**src/opc_pkg.sv**
```systemverilog
// package for the optical port pin configuration block
// assumes a single 250 MHz clock domain and an APB register slave
`default_nettype none
package opc_pkg;
	// ==========================================
	// register map: word index, byte address is four times it
	localparam logic [15:0] TX_CTRL_INDEX = 16'h2456;
	localparam logic [15:0] RX_CTRL_INDEX = 16'h2457;
	localparam logic [15:0] TX_CTRL_ADDR = {TX_CTRL_INDEX[13:0], 2'b00};
	localparam logic [15:0] RX_CTRL_ADDR = {RX_CTRL_INDEX[13:0], 2'b00};
	localparam logic [7:0] TX_CTRL_RESET = 8'h00;
	localparam logic [7:0] RX_CTRL_RESET = 8'h00;
	// ==========================================
	// field positions
	localparam int TX_INVERT_BIT = 0;
	localparam int TX_MODULATE_BIT = 1;
	localparam int TX_SELECT_LSB = 2;
	localparam int BITBANG_BIT = 0;
	localparam int RX_INVERT_BIT = 1;
	localparam int RX_DISABLE_BIT = 2;
	localparam int DUTY_LSB = 4;
	// ==========================================
	// encodings
	typedef enum logic [1:0] {
		TX_GENERAL = 2'b00,
		TX_UART = 2'b01,
		TX_REAL_PULSE = 2'b10,
		TX_REACTIVE_PULSE = 2'b11
	} opc_tx_sel_type;
	// modulation period in clocks; 16 gives exact 1/16 steps
	localparam int MOD_PERIOD = 16;
	localparam logic [3:0] MOD_LOW_50 = 4'h8;
	localparam logic [3:0] MOD_LOW_25 = 4'h4;
	localparam logic [3:0] MOD_LOW_12 = 4'h2;
	localparam logic [3:0] MOD_LOW_6 = 4'h1;
endpackage : opc_pkg
`default_nettype wire

```
**src/opc_optical_port.sv**
```systemverilog
// optical port pin configuration: rx pin routing, tx pin selection, modulation
// assumes APB master on clk; segment map bits come from the lcd block
// How it works
// - With bit-bang set, the receive pin goes to a general input and general pin 5 becomes a third UART input.
// - With map bit 55 clear the shared pin feeds the optical UART (bit-bang and disable 0) or general pin 55 (either set), else segment 55.
// - Receive invert flips only the UART's view of the receive comparator, not the general-input view.
// - With map bit 51 clear the tx select chooses general pin, UART tx, real pulse or reactive pulse; set means segment.
// - With modulate set, the carrier replaces the tx output only where it would be zero, after inversion.
// - Transmit invert is applied before modulation.
`timescale 1ns/1ps
`default_nettype none
module opc_optical_port (
	input wire logic clk,
	input wire logic reset,
	input wire logic psel,
	input wire logic penable,
	input wire logic pwrite,
	input wire logic [15:0] paddr,
	input wire logic [31:0] pwdata,
	input wire logic [3:0] pstrb,
	output logic [31:0] prdata,
	output logic pready,
	output logic pslverr,
	input wire logic [1:0] segment_map_bits,
	input wire logic ir_receive_in,
	input wire logic general_pin_5_in,
	output logic uart_rx_out,
	output logic uart3_rx_out,
	output logic general_pin_55_in,
	output logic shared_pin_is_segment,
	input wire logic uart_tx_in,
	input wire logic general_pin_51_out,
	input wire logic real_energy_pulse,
	input wire logic reactive_energy_pulse,
	output logic ir_transmit_out,
	output logic tx_pin_is_segment
);
	import opc_pkg::*;

	// ==========================================
	// apb registers
	logic [7:0] txCtrl_q;
	logic [7:0] txCtrl_d;
	logic [7:0] rxCtrl_q;
	logic [7:0] rxCtrl_d;
	logic [31:0] prdata_q;
	logic [31:0] prdata_d;
	logic hitTx;
	logic hitRx;
	logic access;
	logic setup;

	always_comb begin
		access = psel && penable;
		setup = psel && !penable;
		hitTx = (paddr == TX_CTRL_ADDR);
		hitRx = (paddr == RX_CTRL_ADDR);
		txCtrl_d = txCtrl_q;
		rxCtrl_d = rxCtrl_q;
		// byte-wide registers sit in lane 0
		if (access && pwrite && pstrb[0]) begin
			if (hitTx) begin
				txCtrl_d = pwdata[7:0];
			end
			if (hitRx) begin
				rxCtrl_d = pwdata[7:0];
			end
		end
		// read data latched in the setup cycle, so the bus sees a flop
		prdata_d = prdata_q;
		if (setup) begin
			prdata_d = 32'h0000_0000;
			if (hitTx) begin
				prdata_d = {24'h00_0000, txCtrl_q};
			end else if (hitRx) begin
				prdata_d = {24'h00_0000, rxCtrl_q};
			end
		end
	end

	always_ff @(posedge clk) begin
		if (reset) begin
			txCtrl_q <= TX_CTRL_RESET;
			rxCtrl_q <= RX_CTRL_RESET;
			prdata_q <= 32'h0000_0000;
		end else begin
			txCtrl_q <= txCtrl_d;
			rxCtrl_q <= rxCtrl_d;
			prdata_q <= prdata_d;
		end
	end

	// zero-wait slave; unmapped addresses answer with an error
	always_comb begin
		pready = 1'b1;
		pslverr = access && !(hitTx || hitRx);
		prdata = prdata_q;
	end

	// ==========================================
	// field decode
	logic txInvert;
	logic txModulate;
	logic bitbang;
	logic rxInvert;
	logic rxDisable;
	logic [1:0] dutySel;
	opc_tx_sel_type txSel;

	always_comb begin
		txInvert = txCtrl_q[TX_INVERT_BIT];
		txModulate = txCtrl_q[TX_MODULATE_BIT];
		txSel = opc_tx_sel_type'(txCtrl_q[TX_SELECT_LSB +: 2]);
		bitbang = rxCtrl_q[BITBANG_BIT];
		rxInvert = rxCtrl_q[RX_INVERT_BIT];
		rxDisable = rxCtrl_q[RX_DISABLE_BIT];
		dutySel = rxCtrl_q[DUTY_LSB +: 2];
	end

	// ==========================================
	// receive path, registered outputs
	logic uartRx_d;
	logic uartRx_q;
	logic uart3Rx_d;
	logic uart3Rx_q;
	logic gpio55_d;
	logic gpio55_q;
	logic segment_driver_55_d;
	logic segment_driver_55_q;

	always_comb begin
		segment_driver_55_d = segment_map_bits[1];
		// unrouted uart inputs idle high, like a quiet line
		uartRx_d = 1'b1;
		gpio55_d = 1'b0;
		uart3Rx_d = 1'b1;
		if (!segment_map_bits[1]) begin
			if (bitbang || rxDisable) begin
				gpio55_d = ir_receive_in;
			end else begin
				uartRx_d = ir_receive_in ^ rxInvert;
			end
		end
		if (bitbang) begin
			uart3Rx_d = general_pin_5_in;
		end
	end

	always_ff @(posedge clk) begin
		if (reset) begin
			uartRx_q <= 1'b1;
			uart3Rx_q <= 1'b1;
			gpio55_q <= 1'b0;
			segment_driver_55_q <= 1'b0;
		end else begin
			uartRx_q <= uartRx_d;
			uart3Rx_q <= uart3Rx_d;
			gpio55_q <= gpio55_d;
			segment_driver_55_q <= segment_driver_55_d;
		end
	end

	always_comb begin
		uart_rx_out = uartRx_q;
		uart3_rx_out = uart3Rx_q;
		general_pin_55_in = gpio55_q;
		shared_pin_is_segment = segment_driver_55_q;
	end

	// ==========================================
	// transmit path
	logic [3:0] modCount_q;
	logic [3:0] modCount_d;
	logic [3:0] lowLen;
	logic txRaw;
	logic txInv;
	logic carrier;
	logic txOut_d;
	logic txOut_q;
	logic txSeg_d;
	logic txSeg_q;

	always_comb begin
		// free running: carrier phase is not tied to tx edges
		modCount_d = modCount_q + 4'h1;
		unique case (dutySel)
			2'b00: lowLen = MOD_LOW_50;
			2'b01: lowLen = MOD_LOW_25;
			2'b10: lowLen = MOD_LOW_12;
			2'b11: lowLen = MOD_LOW_6;
		endcase
		carrier = (modCount_q >= lowLen);
		unique case (txSel)
			TX_GENERAL: txRaw = general_pin_51_out;
			TX_UART: txRaw = uart_tx_in;
			TX_REAL_PULSE: txRaw = real_energy_pulse;
			TX_REACTIVE_PULSE: txRaw = reactive_energy_pulse;
		endcase
		txInv = txRaw ^ txInvert;
		// carrier only fills the zero intervals
		txOut_d = (txModulate && !txInv) ? carrier : txInv;
		txSeg_d = segment_map_bits[0];
		// segment use wins over every source
		if (segment_map_bits[0]) begin
			txOut_d = 1'b0;
		end
	end

	always_ff @(posedge clk) begin
		if (reset) begin
			modCount_q <= 4'h0;
			txOut_q <= 1'b0;
			txSeg_q <= 1'b0;
		end else begin
			modCount_q <= modCount_d;
			txOut_q <= txOut_d;
			txSeg_q <= txSeg_d;
		end
	end

	always_comb begin
		ir_transmit_out = txOut_q;
		tx_pin_is_segment = txSeg_q;
	end
endmodule : opc_optical_port
`default_nettype wire

```
**config.mk**
```make
export PLATFORM = sky130hd
export DESIGN_NAME = opc_optical_port
export DESIGN_NICKNAME = d
export VERILOG_FILES = /design/src/opc_pkg.sv /design/src/opc_optical_port.sv
export SDC_FILE = /design/constraint.sdc
export NUM_CORES = 1
export LEC_CHECK = 0
export BUFFER_PORTS_ARGS = -buffer_cell sky130_fd_sc_hd__clkbuf_2
export CELL_PAD_IN_SITES_DETAIL_PLACEMENT = 0
export CELL_PAD_IN_SITES_GLOBAL_PLACEMENT = 2
export CORE_UTILIZATION = 21
export CTS_CLUSTER_DIAMETER = 80
export DETAILED_ROUTE_END_ITERATION = 10
export HOLD_SLACK_MARGIN = 0.02
export PLACE_DENSITY_LB_ADDON = 0.2
export SKIP_CTS_REPAIR_TIMING = 1
export SYNTH_ARGS = -nofsm -noshare
export SYNTH_HDL_FRONTEND = slang
export SYNTH_SLANG_ARGS = --single-unit
```
**constraint.sdc**
```tcl
create_clock -name clk -period 2.3 [get_ports clk]
set_input_delay 0.46 -clock clk [delete_from_list [all_inputs] [get_ports clk]]
set_output_delay 0.46 -clock clk [all_outputs]
set_load 0.01 [all_outputs]
```
Word-level counts from Yosys, hierarchy flattened:

Index checks and enable logic that the tools add are counted.

* flip-flop bits (word level): 58
* bits of input ports: 65
* output and inout port bits: 40
* word-level logic and storage cells: 48

* add/subtract/negate cells: 1
* $lt $le $gt $ge: 1
* equal/unequal tests: 8
* mux-type cells: 5
* bitwise gates (word level): 4
* reductions and logical operators: 19

Operators with widths (number)
* $eq 16x16->1 const B: 2
* $mux 8: 2
* $pmux 4 s4: 1
* $eq 2x2->1 const B: 4
* $logic_and 1x1->1: 6
* $reduce_or 3->1: 2
* $add 4x1->4 const B: 1
* $eq 2x1->1 const B: 2
* $ge 4x4->1: 1
* $logic_not 2->1: 2
* $pmux 1 s4: 1
* $reduce_and 2->1: 2
* $reduce_or 2->1: 2
* $logic_not 1->1: 3
* $logic_or 1x1->1: 2
* $not 1->1: 2
* $xor 1x1->1: 2
* $mux 1: 1

Longest topological paths before layout:

Gate-level depths: netlist of the first run.

* word-level depth: 6
* gate-level depth with buffers: 6
* gate-level depth less buffers: 6

Worst setup path after synthesis of the first run:

No wires, ideal clock.

* path type: input to register
* from: input port paddr[9]
* to: register rxCtrl_q[7]
* setup time: 0.132 ns
* arrival time: 2.091 ns
* required time: 2.168 ns
* setup slack: 0.077 ns
* stages: 6
* path buffers: 2
* cells stage by stage: or4b_4 > or4_4 > buf_6 > buf_8 > o31ai_1 > a21oi_1

* cells in the longest elaborated chain, start to end: 2

Ends and longest elaborated chain
* start, declared: RTL line opc_optical_port.sv:18 `input wire logic [15:0] paddr,`
* $eq 16x16->1: RTL line opc_optical_port.sv:57 `hitRx = (paddr == RX_CTRL_ADDR);`
* $reduce_and 2->1 (no line)
* end signal, assigned: RTL line opc_optical_port.sv:88 `rxCtrl_q <= rxCtrl_d;`
* end, declared: RTL line opc_optical_port.sv:44 `logic [7:0] rxCtrl_q;`

No other way between the ends.
A chain may end at the register's enable or synchronous reset.

Worst setup path in the final report of the first run:

* from: input port paddr[9]
* to: output port pslverr

* cells in the longest elaborated chain, start to end: 4
* elaborated cells between the ends (all ways): 5
* those cells by class: eq/ne: 2; reduce/logical: 3

Ends and longest elaborated chain
* $eq 16x16->1 (on tied branches): RTL line opc_optical_port.sv:56, opc_optical_port.sv:57
* $logic_or 1x1->1 (*): RTL line opc_optical_port.sv:96 `pslverr = access && !(hitTx || hitRx);`
* $logic_not 1->1 (*): RTL line opc_optical_port.sv:96
* $logic_and 1x1->1 (*): RTL line opc_optical_port.sv:96
* end, declared: RTL line opc_optical_port.sv:23 `output logic pslverr,`

Every way passes the cells marked *; elsewhere a longest branch is shown, timed or not.

==> impl_metrics.yaml, run 1 <==
status:
  status: "complete, no violations"
finish:
  regArea_um2: 681
  nNetsFinal: 329
  syn_to_final_growth_pct: 19.6
  diodes: 0
  final_area_um2: 2240
  layout_commonest_cell: "clkbuf_2"
  final_cell_mix: "52 x clkbuf_2, 34 x dfxtp_1, 25 x conb_1, 24 x a21oi_1, 17 x nand4_1"
  multi_input_area_um2: 1010
  layout-drive-gt1-share_pct: 32.4
  fill_cells: 962
route:
  drt-initial-drc-count: 59
  vias: 1582
  routedWlPerCell_um: 12.8
  vias_per_cell: 4.31
  drtAntennaViolNets: 0
  wirelength_um: 4690
  drc_errors: 0
  firstDrtPassIters: 4
clocking:
  cts_root_buf: "clkbuf_8"
  cts_buffers: 5
  clock-sinks: 34
  cts_tree: "done"
  clockBufferDepth: 2
  clk_latency_ns: 0.28
  clkTransAtPathRegs_ns: 0.07
  ctsHtreeMaxLevel: 2
sta:
  min_period_ns: 2.16
  fin_tns_setup_ns: 0
  setup_violations: 0
  slew_viol_final: 0
  holdWs_ns: 0.354
  finalHoldViolCount: 0
  fin_crit_sh_pct: 93.7
  relSlewSlack_pct: 64.0
  fin_ws_ns: 0.145
  max_freq_ghz: 0.464
  finalClockSkew_ns: 0.00913
  worst_pin_slew_ns: 0.539
  rsz0062_at_grt: "false"
place:
  io_buffers: 52
  place_congestion: 0.667
  post-place-ws_ns: 0.0616
  hpwl_um: 3380
  placed_area_um2: 2160
synthesis:
  synth_edf_count: 0
  netlist-cell-type-count: 37
  synth_top_area_share_pct: 36.3
  ys.flop_type: "dfxtp_1"
  netlist_top_cells_area: "dfxtp_1 36%, buf_4 10%, a21oi_1 6.4%, o31ai_1 6.0%, nand4_1 5.7%"
  synthesis.area_um2: 1870
  synth_seq_cells: 34
  syn_area_per_cell_um2: 8.92
  synthCells: 210
  async_reset_ff_share_pct: 0
  synth_top_cell_by_area: "dfxtp_1"
  yosysWarnings: 0
  ys_seq_area_share_pct: 36.3
global_routing:
  antenna_found_initial: 0
  grt_overflow: 0
  grt_pass1_vias: 1411
  grt_pass1_wl_um: 7330
  grt_start_max_net_pins: 20
  grt.total_usage_pct: 10.7
min_path:
  hp-class: "input port to register"
  hold_depth: 3
setup_path:
  arrival_ns: 1.70
  worstRegToRegCells: 6
  critical_path.endpoint_type: "primary output"
  required_ns: 1.84
  crit_path_start_kind: "input port"
  path_max_fanout: 2
  crit_type: "input port to primary output"
power_and_ir_drop:
  peakVddDrop_v: 0.000172
  power_density_nw_per_um2: 513
  power.total_mw: 1.15
  cellLeakagePower_nw: 0.913
die:
  dieArea_um2: 9300
  fp.dieH_um: 96.4
  start_util_pct: 21.6
  io_pins: 105
  dieWidth_um: 96.4
  core-area_um2: 8680
  rows: 34
run:
  max_cap_viol_count: 0
-- metal layers --
metal / vias to the layer above / global-route usage (%) / part of all wire, %
met1: 716 / 14.0 / 47
met2: 55 / 16.9 / 45
met3: 6 / 2.97 / 6.7
met4: 0 / 3.31 / 1.2
met5: - / 0 / 0
li1: 805 / - / -
-- critical path, stage by stage --
cell      delay, ns
clkbuf_2       0.08
or4b_4         0.52
buf_4          0.17
nor4_4         0.26
nor2_1         0.07
clkbuf_2       0.13
-- cell usage after synthesis, drive strengths merged (2+ instances only) --
library cell,count
nand2,12
nand3,11
nor4,2
or4b,3
xnor2,2
o31ai,16
nand4,17
ha,5
inv,2
dfxtp,34
clkbuf,8
nor2b,4
mux2,8
conb,2
a21oi,24
nand2b,4
buf,33
nor2,10
-- worst paths after layout --
check | start | endpoint | slack [ns]
worst min-delay path | general_pin_5_in | uart3_rx_out$_SDFF_PP1_ | 0.35
worst max-delay path | paddr[9] | pslverr | 0.14
worst max register to register | rxCtrl_q[4]$_SDFFE_PP0P_ | ir_transmit_out$_SDFF_PP0_ | 0.55
worst min register to register | rxCtrl_q[0]$_SDFFE_PP0P_ | uart3_rx_out$_SDFF_PP1_ | 0.43
-- metrics by stage --
step           std cells  util (%)
2_1_floorplan        233         -
3_3_place_gp         360      24.9
3_5_place_dp         360      24.9
4_1_cts              367      25.8
5_1_grt              367      25.8
6_report             367      25.8
-- layout make-up --
| type | instances | area share (%) |
|---|---|---|
| tap | 108 | 6.03 |
| multi-input combinational | 156 | 44.9 |
| inverter | 2 | 0.335 |
| timing repair buffer | 60 | 14.9 |
| clock inverter | 2 | 0.447 |
| sequential | 34 | 30.4 |
| clock buffer | 5 | 3.07 |
-- power breakdown --
part	switching [mW]	internal, mW
clock network	0.217	0.203
logic	0.0809	0.0488
registers	0.00497	0.596
total	0.303	0.848
-- cells by family (layout without fill, tap and decap cells) --
| group | count (synthesis) | count (layout) | share of synthesized area [%] |
|---|---|---|---|
| buffers and inverters | 43 | 69 | 14.9 |
| and+or+nand+nor | 70 | 70 | 22.9 |
| other | 2 | 25 | 0.401 |
| DFF | 34 | 34 | 36.3 |
| muxes | 9 | 9 | 6.01 |
| AOI/OAI and AO/OA | 44 | 44 | 14.7 |
| adders and majority gates | 5 | 5 | 3.34 |
| xor gates and xnor gates | 3 | 3 | 1.40 |
-- registers in the layout, indices dropped and copies added, names as in the netlist --
name / count
uart3_rx_out: 1
modCount_q: 4
rxCtrl_q: 8
tx_pin_is_segment: 1
uart_rx_out: 1
shared_pin_is_segment: 1
txCtrl_q: 8
general_pin_55_in: 1
prdata: 8
ir_transmit_out: 1
No activity file was read; power rests on OpenSTA's default activity.
==> run 2, diff against run 1 <==
--- a/config.mk
+++ b/config.mk
@@ -8,7 +8,8 @@
 export BUFFER_PORTS_ARGS = -buffer_cell sky130_fd_sc_hd__clkbuf_2
 export CELL_PAD_IN_SITES_DETAIL_PLACEMENT = 0
 export CELL_PAD_IN_SITES_GLOBAL_PLACEMENT = 2
-export CORE_UTILIZATION = 21
+export CORE_UTILIZATION = 22
+export CTS_BUF_LIST = sky130_fd_sc_hd__clkbuf_8
 export CTS_CLUSTER_DIAMETER = 80
 export DETAILED_ROUTE_END_ITERATION = 10
 export HOLD_SLACK_MARGIN = 0.02
==> run 2 against run 1 <==
Against the previous run: final cell count decreased by 0.54%; final area increased by 0.39%; register-to-register slack about the same; sequential share of layout area decreased by 0.12 points; clock skew decreased by 0.0045 ns; critical path type unchanged; critical endpoint unchanged; largest cell class unchanged; highest routed layer unchanged.
==> impl_metrics.yaml, run 2 (same netlist as run 1, synthesis figures left out) <==
sta:
  rsz0062_at_grt: "false"
  finalClockSkew_ns: 0.00464
  max_freq_ghz: 0.467
  relSlewSlack_pct: 64.7
  fin_tns_setup_ns: 0
  finalHoldViolCount: 0
  fin_crit_sh_pct: 93.2
  setup_violations: 0
  fin_ws_ns: 0.157
  min_period_ns: 2.14
  slew_viol_final: 0
  worst_pin_slew_ns: 0.529
finish:
  layout_commonest_cell: "clkbuf_2"
  nNetsFinal: 329
  finalCoreUtilization_pct: 27.4
  final_cell_mix: "52 x clkbuf_2, 34 x dfxtp_1, 25 x conb_1, 24 x a21oi_1, 17 x nand4_1"
  final_area_um2: 2250
  diodes: 0
  regArea_um2: 681
  fill_cells: 908
  layout-drive-gt1-share_pct: 32.3
  syn_to_final_growth_pct: 20.1
  multi_input_area_um2: 1010
setup_path:
  worstSetupStartpoint: "paddr[9]"
  rrSetupSlack_ns: 0.56
  slowest_stage: "or4b_4"
  crit_type: "input port to primary output"
  reg2reg_to: "ir_transmit_out$_SDFF_PP0_"
  path_max_fanout: 2
  cp_cell_sequence: "clkbuf_2 > or4b_4 > buf_4 > nor4_4 > nor2_1 > clkbuf_2"
  critical_path.endpoint_type: "primary output"
  reg2reg_from: "rxCtrl_q[4]$_SDFFE_PP0P_"
  max_stage_delay_ns: 0.52
  arrival_ns: 1.68
  required_ns: 1.84
  worstRegToRegCells: 6
  critical_path.most_common_cell: "clkbuf_2"
  critPathBufInv: 3
  crit_family: "simple AND/OR/NAND/NOR gates"
  crit_path_start_kind: "input port"
place:
  io_buffers: 52
  hpwl_um: 3310
  place_congestion: 0.620
  post-place-ws_ns: 0.0669
  placed_area_um2: 2160
route:
  wirelength_um: 4590
  drtAntennaViolNets: 0
  routedWlPerCell_um: 12.6
  vias_per_cell: 4.39
  vias: 1603
  drc_errors: 0
  firstDrtPassIters: 4
  drt-initial-drc-count: 45
min_path:
  min_to: "uart3_rx_out$_SDFF_PP1_"
  hp-class: "input port to register"
  worstHoldStart: "general_pin_5_in"
  hold_depth: 3
clocking:
  clk_latency_ns: 0.29
  clockBufferDepth: 2
  clock-sinks: 34
  cts_tree: "done"
  ctsHtreeMaxLevel: 2
  clkTransAtPathRegs_ns: 0.07
  cts_root_buf: "clkbuf_8"
  cts_buffers: 5
power_and_ir_drop:
  cellLeakagePower_nw: 0.922
  power.total_mw: 1.19
  peakVddDrop_v: 0.000193
  power_density_nw_per_um2: 528
die:
  io_pins: 105
  dieArea_um2: 8890
  rows: 33
  start_util_pct: 22.8
  core-area_um2: 8220
  fp.dieH_um: 94.3
  dieWidth_um: 94.3
global_routing:
  grt.total_usage_pct: 11.3
  grt_pass1_wl_um: 7610
  grt_overflow: 0
  grt_start_max_net_pins: 33
  antenna_found_initial: 0
  grt_pass1_vias: 1572
status:
  status: "complete, no violations"
run:
  max_cap_viol_count: 0
## run 2: changes by cell type in the layout (fill, tap and decap cells not counted), sizes merged
cell	change
inv	+1
clkbuf	+1
clkinv	-1
## run 2: final cells by class
class	instances	area share (%)
Clock buffer	6	3.67
Multi-Input combinational cell	156	44.7
Sequential cell	34	30.3
Clock inverter	2	0.389
Timing Repair Buffer	60	14.8
Inverter	2	0.334
Tap cell	105	5.84
## run 2: how the worst max path moves through the flow
| stage | to | cells after the start |
|---|---|---|
| 2_1_floorplan | rxCtrl_q[7]$_SDFFE_PP0P_ | 6 |
| 3_3_place_gp | rxCtrl_q[2]$_SDFFE_PP0P_ | 5 |
| 3_5_place_dp | txCtrl_q[3]$_SDFFE_PP0P_ | 5 |
| 4_1_cts | pslverr | 6 |
| 5_1_grt | pslverr | 5 |
| 6_report | pslverr | 6 |
## run 2: per-layer routing
layer  track usage [%]  share of wire (%)  up-vias
li1                  -                  -      808
met5                 0                  0        -
met2              18.2                 45       57
met1              14.3                 47      733
met4              3.46                1.3        0
met3              3.32                6.7        5
## run 2: per-stage QoR
| stage | std cells | hold WS (ns) |
|---|---|---|
| finish | 365 | 0.351 |
| global route | 365 | 0.361 |
| CTS | 365 | 0.349 |
| detailed placement | 357 | 0.413 |
| global placement | 357 | 0.408 |
| floorplan | 233 | 0.381 |
## run 2: where the power goes
group | switching, mW | internal, mW | leakage, nW | total (mW)
combinational | 0.0800 | 0.0488 | 0.594 | 0.129
clock | 0.221 | 0.237 | 0.0524 | 0.458
sequential | 0.00510 | 0.596 | 0.275 | 0.601
total | 0.306 | 0.882 | 0.922 | 1.19
## run 2: worst reg2reg max path: cells and delay by family (launching register included)
family	cells	cell delay (ns)
AOI/OAI and AO/OA	3	0.70
and+or+nand+nor	2	0.30
DFF	1	0.43
adders and majority gates	1	0.21
